===== config.mk =====
export PLATFORM = sky130hd
export DESIGN_NAME = rt_message_writer
export DESIGN_NICKNAME = d
export VERILOG_FILES = /design/src/common/rt_writer_pkg.sv /design/src/hw/rt_message_writer.sv
export SDC_FILE = /design/constraint.sdc
export NUM_CORES = 1
export LEC_CHECK = 0
export BUFFER_PORTS_ARGS = -buffer_cell sky130_fd_sc_hd__buf_2
export CORE_ASPECT_RATIO = 1.75
export CORE_MARGIN = 10
export CORE_UTILIZATION = 51
export DETAILED_ROUTE_END_ITERATION = 10
export PLACE_DENSITY = 0.77
export SYNTH_ARGS = -nofsm -noshare
export SYNTH_HDL_FRONTEND = slang
export SYNTH_SLANG_ARGS = --single-unit

===== constraint.sdc =====
create_clock -name ref_clk -period 2.5 [get_ports ref_clk]
set_clock_uncertainty 0.1 [all_clocks]
set_input_delay 0.5 -clock ref_clk [delete_from_list [all_inputs] [get_ports ref_clk]]
set_output_delay 0.5 -clock ref_clk [all_outputs]
set_load 0.02 [all_outputs]

===== src/common/rt_writer_pkg.sv =====
// Constants, field layout and state encoding for the message structure writer
package rt_writer_pkg;

    // Command word layout (bus bit times 4..19 map onto bits 15..0)
    localparam int CMD_TR_BIT     = 10;
    localparam int CMD_SA_MSB     = 9;
    localparam int CMD_SA_LSB     = 5;
    localparam int CMD_CNT_MSB    = 4;
    localparam int CMD_CNT_LSB    = 0;

    // Information word layout
    localparam int INFO_CNT_MSB   = 15;
    localparam int INFO_CNT_LSB   = 11;
    localparam int INFO_CHAN      = 9;
    localparam int INFO_TERMINAL_TO_TERMINAL_FLAG      = 8;
    localparam int INFO_MSGERR    = 7;
    localparam int INFO_ILLEGAL   = 4;
    localparam int INFO_SHORT     = 3;
    localparam int INFO_EXCESS    = 2;
    localparam int INFO_PARITY    = 1;
    localparam int INFO_MANCH     = 0;

    // Structure offsets from the selected data pointer
    localparam logic [15:0] INFO_OFFSET = 16'h0000;
    localparam logic [15:0] TAG_OFFSET  = 16'h0001;
    localparam logic [15:0] DATA_OFFSET = 16'h0002;
    // Data pointer A is the second word of a descriptor block
    localparam logic [15:0] DPTR_OFFSET = 16'h0001;

    // Subaddress values that select a mode code
    localparam logic [4:0] SA_MODE_LO   = 5'h00;
    localparam logic [4:0] SA_MODE_HI   = 5'h1f;
    // Mode codes handled specially
    localparam logic [4:0] MC_SYNC_DATA = 5'h11;
    localparam logic [4:0] MC_LAST_CMD  = 5'h12;
    localparam logic [4:0] MC_BIT_WORD  = 5'h13;
    localparam int         MC_DATA_BIT  = 4;
    localparam logic [5:0] MAX_WORDS    = 6'h20;

    // Register map (byte addresses)
    localparam int          WB_ADR_W     = 8;
    localparam logic [7:0]  REG_CONTROL  = 8'h00;
    localparam logic [7:0]  REG_STATUS   = 8'h04;
    localparam logic [7:0]  REG_MSGCOUNT = 8'h08;
    localparam logic [7:0]  REG_TIMETAG  = 8'h0c;
    localparam int          CTRL_LEGACY  = 0;
    localparam int          CTRL_ENABLE  = 1;
    localparam int          STAT_BUSY    = 16;
    localparam logic [31:0] CONTROL_RST  = 32'h0000_0002;

    typedef enum {S_IDLE, S_COLLECT, S_DATA, S_INFO, S_TAG, S_GEN, S_INDEX, S_DONE} state_t;

endpackage : rt_writer_pkg


===== src/hw/rt_message_writer.sv =====
// Remote terminal message data structure writer with Wishbone register slave
//
// Local design decisions: the register addresses and the Wishbone interface to the registers.

////////////////////////////////////////////////////////////////////////////////
// Contract
// [RULE1] Every receive message gets an information word then a time-tag word.
// [RULE2] Data words go to the selected pointer plus two onward.
// [RULE3] Information and time-tag still written on error; later data is dropped.
// [RULE4] Info bits 15..11 carry the command word count field.
// [RULE5] Info bit 9 is one for channel A, zero for channel B.
// [RULE6] Receive info bit 8 flags a terminal-to-terminal transfer.
// [RULE7] Info bit 7 flags any message error, cause in bits 4..0. A link error sets bit 7 with no cause bit.
// [RULE8] Info bit 4 flags an illegal command.
// [RULE9] Receive info bit 3 flags fewer data words than counted.
// [RULE10] Receive info bit 2 flags unexpected or excess words.
// [RULE11] Receive info bit 1 flags a data word parity error.
// [RULE12] Receive info bit 0 flags a data word Manchester error.
// [RULE13] Host lays out transmit data with two reserved words ahead.
// [RULE14] Transmit pointer names the reserved words; data fetched from pointer plus two.
// [RULE15] Transmit info bit 2 flags received data; bits 8,3,1,0 zero.
// [RULE16] Receive mode code with data stores exactly one data word.
// [RULE17] Synchronize-with-data loads the time-tag counter and stores the word.
// [RULE18] Internally generated mode code data is written into the structure.
// [RULE19] Legacy mode: mode codes carry no data, direction bit ignored.
// [RULE20] Mode code info bits 15..11 carry the mode code field.
// [RULE21] Host points the descriptor at host-supplied transmit mode data.
// [RULE22] Time-tag word is the sixteen-bit counter at command validity.
// [RULE23] Index mode writes the advanced data pointer back into the descriptor.
// [RULE24] Unused information word bits are written as zero.
module rt_message_writer
    import rt_writer_pkg::*;
#(
    parameter int CNT_W = 6
) (
    input  wire logic                ref_clk,
    input  wire logic                rst,
    // Wishbone slave
    input  wire logic [WB_ADR_W-1:0] adr_i,
    input  wire logic [31:0]         dat_i,
    output logic      [31:0]         dat_o,
    input  wire logic                we_i,
    input  wire logic [3:0]          sel_i,
    input  wire logic                cyc_i,
    input  wire logic                stb_i,
    output logic                     ack_o,
    // Message events from the terminal engine
    input  wire logic                cmdValid,
    input  wire logic [15:0]         cmdWord,
    input  wire logic                channelA,
    input  wire logic                rtToRt,
    input  wire logic                illegalCmd,
    input  wire logic [15:0]         dataPointer,
    input  wire logic [15:0]         descriptorAddr,
    input  wire logic                indexWriteback,
    input  wire logic [15:0]         internalData,
    input  wire logic                wordValid,
    input  wire logic [15:0]         wordData,
    input  wire logic                wordParityErr,
    input  wire logic                wordManchErr,
    input  wire logic                linkError,
    input  wire logic                msgEnd,
    input  wire logic                timeTick,
    output logic                     wordReady,
    output logic [15:0]              txFetchAddr,
    output logic                     msgDone,
    // Host memory write port
    output logic                     memReq,
    output logic [15:0]              memAddr,
    output logic [15:0]              memData,
    input  wire logic                memAck
);

    ////////////////////////////////////////////////////////////////////////////
    // Decoding helpers

    function automatic logic isModeCmd(input logic [15:0] cw);
        return (cw[CMD_SA_MSB:CMD_SA_LSB] == SA_MODE_LO) ||
               (cw[CMD_SA_MSB:CMD_SA_LSB] == SA_MODE_HI);
    endfunction : isModeCmd

    function automatic logic [CNT_W-1:0] expectedWords(input logic [15:0] cw,
                                                       input logic        legacy);
        logic [4:0] cnt;
        cnt = cw[CMD_CNT_MSB:CMD_CNT_LSB];
        if (isModeCmd(cw)) begin
            // [RULE16] one word for receive mode codes with data
            // [RULE19] none at all in legacy mode
            expectedWords = (!legacy && !cw[CMD_TR_BIT] && cnt[MC_DATA_BIT]) ?
                            CNT_W'(1) : CNT_W'(0);
        end else if (cw[CMD_TR_BIT]) begin
            expectedWords = CNT_W'(0);
        end else begin
            expectedWords = (cnt == 5'h00) ? CNT_W'(MAX_WORDS) : CNT_W'(cnt);
        end
    endfunction : expectedWords

    ////////////////////////////////////////////////////////////////////////////
    // Registers and message context

    state_t           state;
    logic [31:0]      control;
    logic [15:0]      lastInfo;
    logic [15:0]      msgCount;
    logic [15:0]      timeTag;
    logic [15:0]      tagLatch;
    logic [15:0]      cmdLatch;
    logic [15:0]      basePtr;
    logic [15:0]      descLatch;
    logic             chanLatch;
    logic             rtrtLatch;
    logic             illLatch;
    logic             indexLatch;
    logic             txType;
    logic             genData;
    logic [CNT_W-1:0] expected;
    logic [CNT_W-1:0] wordCount;
    logic             excessErr;
    logic             parityErr;
    logic             manchErr;
    logic             extErr;
    logic             legacy;
    logic             storeWord;
    logic             syncLoad;
    logic             shortErr;
    logic [15:0]      infoWord;

    assign legacy = control[CTRL_LEGACY];

    // Once any fault is seen, later data words are not stored
    // [RULE3] data after an error is not written
    // Illegal commands count as message errors, so their data is never stored
    assign storeWord = wordValid && !txType && (wordCount < expected) && !wordParityErr &&
                       !wordManchErr && !excessErr && !parityErr && !manchErr && !extErr &&
                       !illLatch;

    // [RULE17] time-tag load from synchronize-with-data
    assign syncLoad = (state == S_COLLECT) && storeWord && isModeCmd(cmdLatch) &&
                      (cmdLatch[CMD_CNT_MSB:CMD_CNT_LSB] == MC_SYNC_DATA);

    // [RULE9] short message
    assign shortErr = !txType && (wordCount < expected);

    always_comb begin
        infoWord = 16'h0000;
        // [RULE4] count or mode code field
        // [RULE20] same position for mode codes
        infoWord[INFO_CNT_MSB:INFO_CNT_LSB] = cmdLatch[CMD_CNT_MSB:CMD_CNT_LSB];
        // [RULE5] channel flag
        infoWord[INFO_CHAN] = chanLatch;
        // [RULE8] illegal command flag
        infoWord[INFO_ILLEGAL] = illLatch;
        // [RULE10] excess words
        // [RULE15] transmit overrun
        infoWord[INFO_EXCESS] = excessErr;
        // [RULE24] transmit-type words leave 8, 3, 1 and 0 at zero
        if (!txType) begin
            // [RULE6] terminal-to-terminal flag
            infoWord[INFO_TERMINAL_TO_TERMINAL_FLAG] = rtrtLatch;
            infoWord[INFO_SHORT] = shortErr;
            // [RULE11] parity fault
            infoWord[INFO_PARITY] = parityErr;
            // [RULE12] Manchester fault
            infoWord[INFO_MANCH] = manchErr;
        end
        // [RULE7] summary error bit
        infoWord[INFO_MSGERR] = extErr || (|infoWord[INFO_ILLEGAL:INFO_MANCH]);
    end

    ////////////////////////////////////////////////////////////////////////////
    // Message context capture and error tracking

    always_ff @(posedge ref_clk) begin
        if (rst) begin
            cmdLatch <= 16'h0000;
            basePtr <= 16'h0000;
            descLatch <= 16'h0000;
            txFetchAddr <= 16'h0000;
            tagLatch <= 16'h0000;
            chanLatch <= 1'b0;
            rtrtLatch <= 1'b0;
            illLatch <= 1'b0;
            indexLatch <= 1'b0;
            txType <= 1'b0;
            genData <= 1'b0;
            expected <= '0;
            wordCount <= '0;
            excessErr <= 1'b0;
            parityErr <= 1'b0;
            manchErr <= 1'b0;
            extErr <= 1'b0;
        end else if (state == S_IDLE && cmdValid && control[CTRL_ENABLE]) begin
            cmdLatch <= cmdWord;
            basePtr <= dataPointer;
            descLatch <= descriptorAddr;
            // [RULE14] transmit data starts past the two reserved words
            txFetchAddr <= dataPointer + DATA_OFFSET;
            // [RULE22] time-tag sampled at command validity
            tagLatch <= timeTag;
            chanLatch <= channelA;
            rtrtLatch <= rtToRt;
            illLatch <= illegalCmd;
            indexLatch <= indexWriteback;
            // [RULE19] direction ignored for legacy mode codes
            txType <= cmdWord[CMD_TR_BIT] && !(legacy && isModeCmd(cmdWord));
            // [RULE18] internally generated transmit mode data
            genData <= !legacy && isModeCmd(cmdWord) && cmdWord[CMD_TR_BIT] &&
                       ((cmdWord[CMD_CNT_MSB:CMD_CNT_LSB] == MC_BIT_WORD) ||
                        (cmdWord[CMD_CNT_MSB:CMD_CNT_LSB] == MC_LAST_CMD));
            expected <= expectedWords(cmdWord, legacy);
            wordCount <= '0;
            excessErr <= 1'b0;
            parityErr <= 1'b0;
            manchErr <= 1'b0;
            extErr <= 1'b0;
        end else if (state == S_COLLECT || state == S_DATA) begin
            if (wordValid) begin
                if (wordCount != '1) begin
                    wordCount <= wordCount + CNT_W'(1);
                end
                // [RULE10] word beyond the count or none expected
                if (txType || wordCount >= expected) begin
                    excessErr <= 1'b1;
                end
                if (wordParityErr) begin
                    parityErr <= 1'b1;
                end
                if (wordManchErr) begin
                    manchErr <= 1'b1;
                end
            end
            if (linkError) begin
                extErr <= 1'b1;
            end
        end
    end

    ////////////////////////////////////////////////////////////////////////////
    // Time-tag counter

    always_ff @(posedge ref_clk) begin
        if (rst) begin
            timeTag <= 16'h0000;
        end else if (syncLoad) begin
            timeTag <= wordData;
        end else if (timeTick) begin
            timeTag <= timeTag + 16'h0001;
        end
    end

    ////////////////////////////////////////////////////////////////////////////
    // Structure writer: data words as they arrive, then info, tag and tail

    always_ff @(posedge ref_clk) begin
        if (rst) begin
            state <= S_IDLE;
            memReq <= 1'b0;
            memAddr <= 16'h0000;
            memData <= 16'h0000;
            msgDone <= 1'b0;
            wordReady <= 1'b0;
            lastInfo <= 16'h0000;
            msgCount <= 16'h0000;
        end else begin
            msgDone <= 1'b0;
            unique case (state)
                S_IDLE: begin
                    if (cmdValid && control[CTRL_ENABLE]) begin
                        state <= S_COLLECT;
                        wordReady <= 1'b1;
                    end
                end
                S_COLLECT: begin
                    if (msgEnd) begin
                        // [RULE1] info word leads the structure
                        // [RULE3] written even after an error
                        wordReady <= 1'b0;
                        state <= S_INFO;
                        memReq <= 1'b1;
                        memAddr <= basePtr + INFO_OFFSET;
                        memData <= infoWord;
                        lastInfo <= infoWord;
                    end else if (storeWord) begin
                        // [RULE2] data lands at pointer plus two onward
                        wordReady <= 1'b0;
                        state <= S_DATA;
                        memReq <= 1'b1;
                        memAddr <= basePtr + DATA_OFFSET + 16'(wordCount);
                        memData <= wordData;
                    end
                end
                S_DATA: begin
                    if (memAck) begin
                        memReq <= 1'b0;
                        wordReady <= 1'b1;
                        state <= S_COLLECT;
                    end
                end
                S_INFO: begin
                    if (memAck) begin
                        // [RULE1] time-tag follows the info word
                        state <= S_TAG;
                        memAddr <= basePtr + TAG_OFFSET;
                        memData <= tagLatch;
                    end
                end
                S_TAG: begin
                    if (memAck) begin
                        if (genData) begin
                            // [RULE18] generated word stored after the tag
                            state <= S_GEN;
                            memAddr <= basePtr + DATA_OFFSET;
                            memData <= internalData;
                        end else if (indexLatch) begin
                            // [RULE23] advance pointer past this structure
                            state <= S_INDEX;
                            memAddr <= descLatch + DPTR_OFFSET;
                            memData <= basePtr + DATA_OFFSET + 16'(expected);
                        end else begin
                            memReq <= 1'b0;
                            state <= S_DONE;
                        end
                    end
                end
                S_GEN: begin
                    if (memAck) begin
                        if (indexLatch) begin
                            state <= S_INDEX;
                            memAddr <= descLatch + DPTR_OFFSET;
                            memData <= basePtr + DATA_OFFSET + 16'(expected);
                        end else begin
                            memReq <= 1'b0;
                            state <= S_DONE;
                        end
                    end
                end
                S_INDEX: begin
                    if (memAck) begin
                        memReq <= 1'b0;
                        state <= S_DONE;
                    end
                end
                S_DONE: begin
                    msgDone <= 1'b1;
                    msgCount <= msgCount + 16'h0001;
                    state <= S_IDLE;
                end
            endcase
        end
    end

    ////////////////////////////////////////////////////////////////////////////
    // Wishbone slave: one wait state, unmapped reads return zero

    always_ff @(posedge ref_clk) begin
        if (rst) begin
            ack_o <= 1'b0;
            dat_o <= 32'h0000_0000;
            control <= CONTROL_RST;
        end else begin
            ack_o <= cyc_i && stb_i && !ack_o;
            if (cyc_i && stb_i && !ack_o) begin
                if (we_i && adr_i == REG_CONTROL && sel_i[0]) begin
                    control <= {30'h0000_0000, dat_i[CTRL_ENABLE:CTRL_LEGACY]};
                end
                unique case (adr_i)
                    REG_CONTROL:  dat_o <= control;
                    REG_STATUS:   dat_o <= {15'h0000, state != S_IDLE, lastInfo};
                    REG_MSGCOUNT: dat_o <= {16'h0000, msgCount};
                    REG_TIMETAG:  dat_o <= {16'h0000, timeTag};
                    default:      dat_o <= 32'h0000_0000;
                endcase
            end
        end
    end
endmodule : rt_message_writer


# Word level (Yosys, flattened, before mapping)
# Index checks and enable logic that the tools add are counted.
[totals]
regBits = 243
inputBits = 141
[op_classes]
addsub = 9
order_cmp = 2
eq_ne = 27
mux = 51
n_reduce_logical = 70
[ops]
columns = ["operator", "count"]
rows = [
  ["16-bit two-way mux", 16],
  ["32-bit two-way mux", 8],
  ["32-bit one-hot mux with 8 select lines", 1],
  ["32-bit by 3-bit equality test with 1-bit output (second input constant)", 5],
  ["16-bit one-hot mux with 4 select lines", 2],
  ["32-bit by 2-bit equality test with 1-bit output (second input constant)", 3],
  ["17-bit one-hot mux with 4 select lines", 1],
  ["16-bit by 1-bit adder with 16-bit output (second input constant)", 4],
  ["32-bit logical NOT", 2],
  ["16-bit by 2-bit adder with 16-bit output (second input constant)", 2],
  ["16-bit by 6-bit adder with 16-bit output", 2],
  ["32-bit by 1-bit equality test with 1-bit output (second input constant)", 1],
  ["32-bit nonzero test", 1],
  ["1-bit logical AND", 27],
  ["5-bit equality test (second input constant)", 5],
  ["6-bit two-way mux", 3],
  ["8-bit by 4-bit equality test with 1-bit output (second input constant)", 2],
  ["1-bit two-way mux", 16],
  ["5-bit logical NOT", 3],
  ["2-bit != test (second input constant)", 7],
  ["1-bit logical NOT", 12],
  ["3-bit AND reduction", 4],
  ["8-bit by 3-bit equality test with 1-bit output (second input constant)", 1],
  ["8-bit logical NOT", 1],
  ["20 further kinds", 30],
]

# Logic depth before layout (Yosys ltp)
# Gate-level depths: netlist of run 1.
[logic_depth]
ltp_word = 14
ltp_mapped = 12
ltp_nobuf = 11

# Worst setup path after synthesis of run 1
# Ideal clock, no wire load.
[synth_path]
path_type = "register to register"
from = "register basePtr[1]"
to = "register memData[15]"
setup_time_ns = 0.070
arrival_time_ns = 2.527
slack_ns = -0.197
path_stages_with_launch = 12
path_buffers = 1
period_less_slack_ns = 2.697
path_cell_list = "dfxtp_1 -> ha_1 -> buf_4 -> xor2_1 -> ha_1 -> o21ai_0 -> o21a_1 -> a211oi_1 -> or4b_1 -> mux2i_1 -> o21ai_1 -> a21oi_1"
[synth_between]
elab_chain_cells = 6
[synth_rtl]
columns = ["item", "line", "rtl"]
rows = [
  ["start, declared", "rt_message_writer.sv:108", "logic [15:0] basePtr;"],
  ["start signal, assigned", "rt_message_writer.sv:194", "basePtr <= dataPointer;"],
  ["16-bit by 2-bit adder with 16-bit output *", "rt_message_writer.sv:318, rt_message_writer.sv:330", ""],
  ["16-bit by 6-bit adder with 16-bit output *", "rt_message_writer.sv:318, rt_message_writer.sv:330", ""],
  ["16-bit two-way mux *", "rt_message_writer.sv:314, rt_message_writer.sv:327", ""],
  ["16-bit two-way mux", "rt_message_writer.sv:309", "if (genData) begin"],
  ["16-bit two-way mux", "rt_message_writer.sv:308", "if (memAck) begin"],
  ["16-bit one-hot mux with 4 select lines *", "rt_message_writer.sv:266", "unique case (state)"],
  ["end signal, assigned", "rt_message_writer.sv:313", "memData <= internalData;"],
  ["end signal, assigned", "rt_message_writer.sv:318", "memData <= basePtr + DATA_OFFSET + 16'(expected);"],
  ["end signal, assigned", "rt_message_writer.sv:330", "memData <= basePtr + DATA_OFFSET + 16'(expected);"],
  ["end, declared", "rt_message_writer.sv:70", "output logic [15:0] memData,"],
]
# Every way passes the cells marked *; elsewhere a longest branch is shown, timed or not. The select of a mux whose other input is x is not followed.
# A chain may end at the register's enable or synchronous reset.

# Worst setup path after layout of run 1
[layout_path]
from = "register basePtr[1]"
to = "register memData[12]"
# The elaborated chain is that of the path after synthesis.

==> results of run 1 <==
## power breakdown
group / total [mW] / switching (mW) / internal, mW
sequential: 4.20 / 0.548 / 3.65
combinational: 5.41 / 3.30 / 2.11
clock: 2.74 / 1.33 / 1.41
## worst paths after layout
kind | from | to | depth (start not counted)
max | basePtr[1] | memData[12] | 13
min | dat_i[1] | control[1] | 2
min reg2reg | lastInfo[12] | lastInfo[12] | 2
max reg2reg | basePtr[1] | memData[12] | 13
## registers in the layout, summed over array words and instances, names as in the netlist, 2 cells and up
register,flops
dat_o,17
descLatch,16
memAddr,16
memData,16
msgCount,16
tagLatch,16
timeTag,16
txFetchAddr,16
basePtr,15
lastInfo,13
cmdLatch,10
expected,6
wordCount,6
state,3
control,2
## placed cells by master, fill, tap and decap left out, types with 15 or more instances in the layout
master and instances:
buf_4 187, buf_2 170, nand4_1 26, nor2_1 166, a22oi_1 22, clkbuf_16 18
dfxtp_1 191, nand3_1 37, and3_1 19, nor3_1 29, ha_1 18, conb_1 15
a21oi_1 136, a211oi_1 38, mux2i_1 22, nand2_1 226, mux2_2 16, inv_1 24
xnor2_1 44, o21ai_0 48, xor2_1 39
## metal layers
metal	vias to the layer above	GRT usage, %	wire length (um)
met3	194	6.22	2620
met1	5979	29.2	15600
met2	522	55.1	23700
li1	5886	-	-
met4	0	25.5	4360
met5	-	0	0
## kinds of logic (layout without fill, tap and decap cells)
kind of cell | after synthesis | count (layout)
muxes | 40 | 40
and+or+nand+nor | 613 | 613
other | 1 | 15
AOI/OAI and AO/OA | 382 | 382
adders and majority gates | 27 | 27
xor gates and xnor gates | 92 | 92
DFF | 198 | 198
buffers and inverters | 145 | 426
## stage by stage
step / cells / area, sq um / TNS [ns] / total power [mW] / setup WS [ns]
global route: 2093 / 15100 / -2.59 / 13.0 / -0.202
finish: 2093 / 15100 / -0.627 / 12.4 / -0.131
floorplan: 1512 / 11700 / -0.0115 / 7.02 / -0.0115
global placement: 2055 / 13900 / -2.04 / 9.09 / -0.254
detailed placement: 2055 / 13900 / -3.09 / 9.18 / -0.282
CTS: 2089 / 14700 / -0.769 / 12.0 / -0.148
## repair_timing
| item | CTS | global route |
|---|---|---|
| gates resized for setup | 58 | 52 |
| setup buffers | 3 | 4 |
| pin swaps | 30 | 29 |
| setup endpoints to repair | 23 | 59 |
| cloned | 0 | 1 |
## worst register-to-register path, stage by stage, from the launching register on
cell and delay [ns]:
dfxtp_4 0.36, ha_4 0.18, xor2_2 0.16, buf_4 0.16, ha_4 0.27, buf_4 0.10, o21ai_1 0.07, o21bai_1 0.16
a21oi_1 0.08, buf_4 0.17, nor4_2 0.16, xor2_1 0.25, o21ai_0 0.11, a32o_1 0.21
## cell type report
class                   instances  area [sq um]  share of cell area, %
well taps                     300           375                   2.49
clock buffers                  19           443                   2.94
clock inverters                13           124                  0.823
multi-input cells            1169          7580                   50.4
flip-flops and latches        198          3980                   26.4
inverters                      25          96.3                  0.640
repair buffers                369          2460                   16.3
==> flow_summary_export.csv, run 1 <==
group,metric,value,unit
clock_network,cts_buffers,17,
sta,fin_ws,-0.131,ns
sta,setup_viol,9,
grt,antenna_found_initial,0,
critical_path,crit_family,"compound AO/OA/AOI/OAI gates",
critical_path,worst-setup-path-type,"reg -> reg",
die,core-area,22700,sq um
synthesis,postSynth.asyncResetShare,0,%
final_layout,layout-drive-gt1-share,28.8,%
synthesis,synth_fa_ha_area_share,3.03,%
synthesis,synthTopCellsByArea,"dfxtp_1 34%, nand2_1 7.4%, a21oi_1 6.0%",
sta,period_needed,2.63,ns
placed_design,io_buffers,171,
pwr,powerDensity,821,nW/um^2
critical_path,crit_top_cell,"buf_4",
synthesis,ys_seq_area_share,34.0,%
die,die_y,220,um
die,dieArea,29500,sq um
synthesis,synthTopCellsByCount,"231 x nand2_1, 198 x dfxtp_1, 172 x nor2_1, 140 x a21oi_1, 76 x clkbuf_1",
routing,drt-total-wl,46.2,mm
placed_design,globalplace.congestion,1.05,
final_layout,utilization,66.4,%
synthesis,syn_area,11600,sq um
grt,grt_pass1_vias,12271,
synthesis,ys_warn_count,0,
placed_design,hpwl,35.4,mm
sta,fin_crit_sh,105,%
synthesis,synth_top_family_by_area,"simple AND/OR/NAND/NOR gates",
clock_network,cts_buffer_depth,2,
critical_path,startpoint_type,"flop",
routing,drc_errors,0,
grt,grt_usage,30.6,%
synthesis,synth_xor_area_share,6.98,%
synthesis,synth_edf_count,0,
critical_path,crit_path_top_delay_cell,"dfxtp_4",
run_status,failed_checks,"setup timing",
critical_path,crit_chain,"ha_4 -> xor2_2 -> buf_4 -> ha_4 -> buf_4 -> o21ai_1 -> o21bai_1 -> a21oi_1 -> buf_4 -> nor4_2 -> xor2_1 -> o21ai_0 -> a32o_1",
die,rows,73,
clock_network,cts-root-buf,"clkbuf_16",
pwr,leakagePower,6.00,nW
routing,wire_per_inst,22.1,um
clock_network,hold_buffers,0,
final_layout,area_growth,29.2,%
synthesis,synth.avg_cell_area,7.78,sq um
routing,vias,12581,
sta,max_freq,380,MHz
critical_path,worst_path_largest_cell_delay,0.36,ns
critical_path,cp.required,2.77,ns
grt,grt_first_pass_wirelength,69.4,mm
critical_path,crit_path_end_kind,"flop",
routing,firstDrtPassIters,6,
final_layout,num_antenna_cells,0,
sta,max_slew_margin,20.1,%
routing,final_antenna_net_count,0,
hold_path,min_path_type,"in -> reg",
sta,whs,0.134,ns
sta,worstMarginPinSlew,1.19,ns
grt,grt-ovfl-total,0,
critical_path,arrival,2.90,ns
sta,maxSlewViolCount,0,
clock_network,clkLatencyLatePin,0.48,ns
die,ioPinCount,225,
run_status,outcome,"finished, violations left",
die,start_util,51.4,%
synthesis,netlist_instances,1498,
critical_path,worst-path-max-fanout,5,
synthesis,synth_largest_area_cell,"dfxtp_1",
routing,viasPerCell,6.01,
synthesis,synth_most_common_cell,"nand2_1",
synthesis,muxShareOfSynthArea,3.82,%
sta,rsz0062_at_grt,"yes",
clock_network,numClockSinks,198,
pwr,ir_drop,0.000589,V
synthesis,synth_compound_area_share,21.2,%
job,drv_cap,0,
grt,grt_max_degree,92,
sta,report.final.hold_viol_count,0,
die,fp.dieW,134,um
final_layout,nFillCells,2017,
synthesis,synth_top_area_share,34.0,%
clock_network,clkTransAtPathRegs,0.08,ns
critical_path,rrSetupSlack,-0.13,ns
critical_path,cp.buffers_inverters,3,
routing,drtIter0Drc,1006,
synthesis,synth_seq_cells,198,
synthesis,ys_types,84,
synthesis,synth-simple-area-share,24.8,%
clock_network,h-tree-depth,4,
final_layout,fin_nets,1948,
synthesis,ys.flop_type,"dfxtp_1",
clock_network,tritoncts,"yes",
No activity file was read; power rests on OpenSTA's default activity.
==> inputs of run 2 (changes only) <==
- REMOVE_ABC_BUFFERS: not set -> 1
==> flow_summary_export.csv, run 2 (same netlist as run 1, synthesis figures left out) <==
group,metric,value,unit
final_layout,largest_reg_flops,17,
critical_path,startpoint_type,"flop",
placed_design,numPlacedInstances,2056,
sta,worstMarginPinSlew,0.707,ns
routing,drtIter0Drc,1046,
final_layout,nFillCells,1935,
critical_path,arrival,2.87,ns
final_layout,final_common_cell,"nand2_1",
sta,fin_crit_sh,105,%
routing,drc_errors,0,
pwr,ir_drop,0.000593,V
run_status,outcome,"finished, violations left",
die,rows,73,
routing,vias,12512,
placed_design,hpwl,32.8,mm
final_layout,largest_register,"dat_o",
sta,max_freq,382,MHz
sta,period_needed,2.62,ns
routing,viasPerCell,5.96,
final_layout,area_growth,31.2,%
die,start_util,51.4,%
clock_network,tritoncts,"yes",
sta,fin_ws,-0.118,ns
grt,grt-ovfl-total,0,
critical_path,crit_path_end_kind,"flop",
die,dieArea,29500,sq um
routing,drt-total-wl,43.7,mm
clock_network,cts_buffer_depth,2,
critical_path,cp.required,2.75,ns
final_layout,fin_nets,1954,
sta,max_slew_margin,52.8,%
run_status,failed_checks,"setup timing",
job,drv_cap,0,
grt,grt_usage,28.5,%
routing,wire_per_inst,20.8,um
grt,grt_pass1_vias,12500,
die,die_y,220,um
sta,rsz0062_at_grt,"yes",
grt,grt_max_degree,69,
die,ioPinCount,225,
final_layout,utilization,67.5,%
clock_network,cts_buffers,17,
hold_path,min_path_type,"in -> reg",
sta,setup_viol,12,
placed_design,globalplace.congestion,0.968,
clock_network,clkLatencyLatePin,0.47,ns
clock_network,h-tree-depth,4,
pwr,powerDensity,811,nW/um^2
die,fp.dieW,134,um
clock_network,hold_buffers,0,
die,core-area,22700,sq um
clock_network,cts-root-buf,"clkbuf_16",
pwr,leakagePower,6.10,nW
placed_design,place_ws,-0.322,ns
sta,maxSlewViolCount,0,
routing,firstDrtPassIters,6,
clock_network,numClockSinks,198,
critical_path,worst-path-max-fanout,8,
routing,final_antenna_net_count,0,
final_layout,layout.cells.non_filler,2101,
final_layout,final_cell_mix,"228 x nand2_1, 190 x dfxtp_1, 184 x buf_4",
grt,grt_first_pass_wirelength,66.3,mm
clock_network,clkTransAtPathRegs,0.08,ns
sta,report.final.hold_viol_count,0,
placed_design,io_buffers,171,
final_layout,layout-drive-gt1-share,29.3,%
grt,antenna_found_initial,2,
critical_path,worst-setup-path-type,"reg -> reg",
run 2: cell types whose count changed in the layout (fill, tap and decap cells not counted), sizes merged:
cell      before  now
clkbuf        20   17
bufbuf         0    1
diode          0    2
clkinv         4    6
clkinvlp       4    3
inv           29   30
buf          368  374
run 2: path summary, 6_finish.rpt:
kind,from,end,slack [ns],cells after the start
max,basePtr[1],memAddr[12],-0.12,10
min,dat_i[1],control[1],0.13,2
max reg2reg,basePtr[1],memAddr[12],-0.12,10
min reg2reg,memData[14],memData[14],0.35,2
run 2: through the flow:
stage | total power, mW | hold slack, ns | setup TNS, ns | instance area [sq um]
floorplan | 6.75 | 0.327 | -162.35 | 11100
global route | 13.0 | 0.143 | -2.61 | 15300
finish | 12.4 | 0.131 | -0.725 | 15300
detailed placement | 8.99 | 0.346 | -5.35 | 13900
CTS | 12.0 | 0.121 | -0.0574 | 14900
global placement | 8.90 | 0.342 | -2.63 | 13900
run 2: cell type report:
class                   instances  area, sq um  area share (%)
multi-input cells            1169         7680            50.2
clock inverters                15          165            1.08
well taps                     300          375            2.46
clock buffers                  17          425            2.78
flip-flops and latches        198         3980            26.0
inverters                      25         93.8           0.614
diodes                          2         5.00          0.0327
repair buffers                375         2560            16.8
run 2: power breakdown:
part / total (mW) / switching, mW / internal, mW
Combinational: 5.45 / 3.28 / 2.18
Clock: 2.81 / 1.40 / 1.41
Sequential: 4.13 / 0.476 / 3.65
Total: 12.4 / 5.15 / 7.24
run 2: critical path, stage by stage, from the launching register on:
cell and delay, ns:
dfxtp_4 0.38, ha_4 0.20, buf_6 0.16, nand2b_4 0.06, o31a_1 0.31, o32a_4 0.44
buf_4 0.17, nor4_4 0.22, xnor2_1 0.10, o311ai_1 0.26, a21oi_1 0.10
run 2: timing repair:
item	4_1_cts	5_1_grt
cloned	1	0
setup buffers	5	6
setup endpoints to repair	36	37
pin swaps	30	35
gates resized for setup	75	75
run 2: routing by layer:
layer / vias to the layer above / GRT usage, % / wire length, um / part of all wire (%)
met4: 0 / 23.7 / 3520 / 8.1
met1: 5919 / 28.1 / 15000 / 34
met2: 558 / 50.8 / 22400 / 51
met5: - / 0 / 0 / 0
li1: 5879 / - / - / -
met3: 156 / 5.34 / 2780 / 6.4
==> inputs of run 3 (changes only) <==
- ABC_CLOCK_PERIOD_IN_PS: not set -> 2500
- TNS_END_PERCENT: not set -> 1
==> flow_summary_export.csv, run 3 (same netlist as run 1, synthesis figures left out) <==
group,metric,value,unit
clock_network,clkLatencyLatePin,0.47,ns
routing,drt-total-wl,42.4,mm
pwr,powerDensity,811,nW/um^2
placed_design,hpwl,32.8,mm
sta,report.final.hold_viol_count,0,
critical_path,worst-path-max-fanout,3,
run_status,outcome,"finished, violations left",
clock_network,numClockSinks,198,
hold_path,min_path_type,"in -> reg",
routing,vias,12346,
sta,whs,0.136,ns
sta,fin_ws,-0.0781,ns
run_status,failed_checks,"setup timing",
pwr,ir_drop,0.000589,V
sta,maxSlewViolCount,0,
sta,fin_crit_sh,103,%
pwr,design_power_total,12.0,mW
pwr,p_clk_share,23.3,%
grt,grt_usage,28.2,%
grt,antenna_found_initial,2,
grt,grt_max_degree,69,
critical_path,worst_path_largest_cell_delay,0.43,ns
critical_path,crit_path_top_delay_cell,"or4b_1",
die,ioPinCount,225,
final_layout,area_growth,27.3,%
pwr,swShare,41.4,%
clock_network,cts-root-buf,"clkbuf_16",
grt,use_met3,4.77,%
pwr,leakagePower,5.93,nW
clock_network,tritoncts,"yes",
routing,drtIter0Drc,942,
final_layout,final_cell_mix,"228 x nand2_1, 191 x dfxtp_1, 185 x buf_4",
critical_path,arrival,2.88,ns
clock_network,h-tree-depth,4,
grt,grt_first_pass_wirelength,65.5,mm
sta,period_needed,2.58,ns
clock_network,cts_buffers,17,
routing,final_antenna_net_count,0,
grt,grt-ovfl-total,0,
pwr,power_frac_comb,42.5,%
grt,grtUsageMet1,27.7,%
placed_design,globalplace.congestion,0.968,
clock_network,clkTransAtPathRegs,0.07,ns
routing,viasPerCell,5.90,
pwr,p_sw,4.98,mW
die,dieArea,29500,sq um
critical_path,worst-setup-path-type,"reg -> reg",
pwr,power_frac_seq,34.2,%
sta,setup_viol,12,
critical_path,crit_chain,"ha_4 -> nand3_2 -> xnor2_2 -> ha_2 -> a21oi_2 -> a211oi_2 -> buf_4 -> or4b_1 -> mux2i_1 -> o21ai_1 -> a21oi_1",
routing,drc_errors,0,
clock_network,cts_buffer_depth,2,
die,die_y,220,um
die,fp.dieW,134,um
die,rows,73,
routing,wire_per_inst,20.3,um
sta,max_freq,388,MHz
final_layout,fin_nets,1945,
final_layout,largest_register,"dat_o",
grt,grtUsageMet2,50.4,%
grt,grt_busiest_layer,"met2",
critical_path,crit_path_end_kind,"flop",
critical_path,startpoint_type,"flop",
die,core-area,22700,sq um
final_layout,final_common_cell,"nand2_1",
clock_network,hold_buffers,0,
grt,grt_pass1_vias,12403,
placed_design,io_buffers,171,
final_layout,nFillCells,2004,
final_layout,largest_reg_flops,17,
pwr,internal_power,7.05,mW
final_layout,layout-drive-gt1-share,27.4,%
die,start_util,51.4,%
sta,worstMarginPinSlew,0.676,ns
routing,firstDrtPassIters,6,
sta,rsz0062_at_grt,"yes",
job,drv_cap,0,
sta,max_slew_margin,54.9,%
critical_path,cp.required,2.80,ns
-- run 3: cell types whose count changed in the layout (fill, tap and decap cells not counted), sizes merged --
cell and delta:
bufbuf -1, buf -8
-- run 3: layout make-up --
type / count / area (sq um) / share of cell area [%]
multi-input cells: 1169 / 7350 / 49.6
flip-flops and latches: 198 / 3980 / 26.8
repair buffers: 366 / 2430 / 16.4
clock buffers: 17 / 425 / 2.87
well taps: 300 / 375 / 2.53
clock inverters: 15 / 165 / 1.11
inverters: 25 / 93.8 / 0.633
diodes: 2 / 5.00 / 0.0338
-- run 3: per-stage QoR --
step | cell area [sq um] | setup slack, ns | TNS [ns] | util (%) | std cells
after floorplan | 11100 | -1.87 | -162.35 | - | 1392
after global placement | 13900 | -0.282 | -2.63 | 61.3 | 2056
after detailed placement | 13900 | -0.322 | -5.35 | 61.3 | 2056
after CTS | 14700 | -0.0376 | -0.215 | 65.0 | 2090
after global routing | 14800 | -0.219 | -2.74 | 65.5 | 2092
final | 14800 | -0.0781 | -0.463 | 65.5 | 2092
-- run 3: path summary, 6_finish.rpt --
kind          startpoint           to  slack (ns)  cells after the start
max           basePtr[1]  memData[15]       -0.08                     11
min             dat_i[1]   control[1]        0.14                      2
max reg2reg   basePtr[1]  memData[15]       -0.08                     11
min reg2reg  memData[15]  memData[15]        0.36                      2
-- run 3: metal layers --
| layer | share of wire, % | vias up |
|---|---|---|
| met5 | 0 | - |
| met4 | 8.1 | 0 |
| met3 | 6.2 | 161 |
| met2 | 52 | 514 |
| met1 | 34 | 5802 |
| li1 | - | 5869 |
-- run 3: timing repair --
action	4_1_cts	5_1_grt
setup buffers	2	0
setup endpoints to repair	36	37
cloned	0	0
resized for setup	61	21
pin swaps	26	7
-- run 3: worst max-delay path: cells and delay by family (launching register included) --
| kind | cells | cell delay [ns] |
|---|---|---|
| compound gates | 4 | 0.45 |
| xor+xnor | 1 | 0.18 |
| fa+ha+maj | 2 | 0.51 |
| buf+inv | 1 | 0.17 |
| flops | 1 | 0.38 |
| mux | 1 | 0.16 |
| simple gates | 2 | 0.56 |
-- run 3: power by group through the flow --
stage / sequential [mW] / clock, mW / combinational [mW]
after global routing: 4.17 / 2.94 / 5.56
after detailed placement: 4.16 / 0 / 4.83
after floorplan: 4.51 / 0 / 2.24
after global placement: 4.13 / 0 / 4.77
after CTS: 4.10 / 2.84 / 4.96
final: 4.11 / 2.81 / 5.11
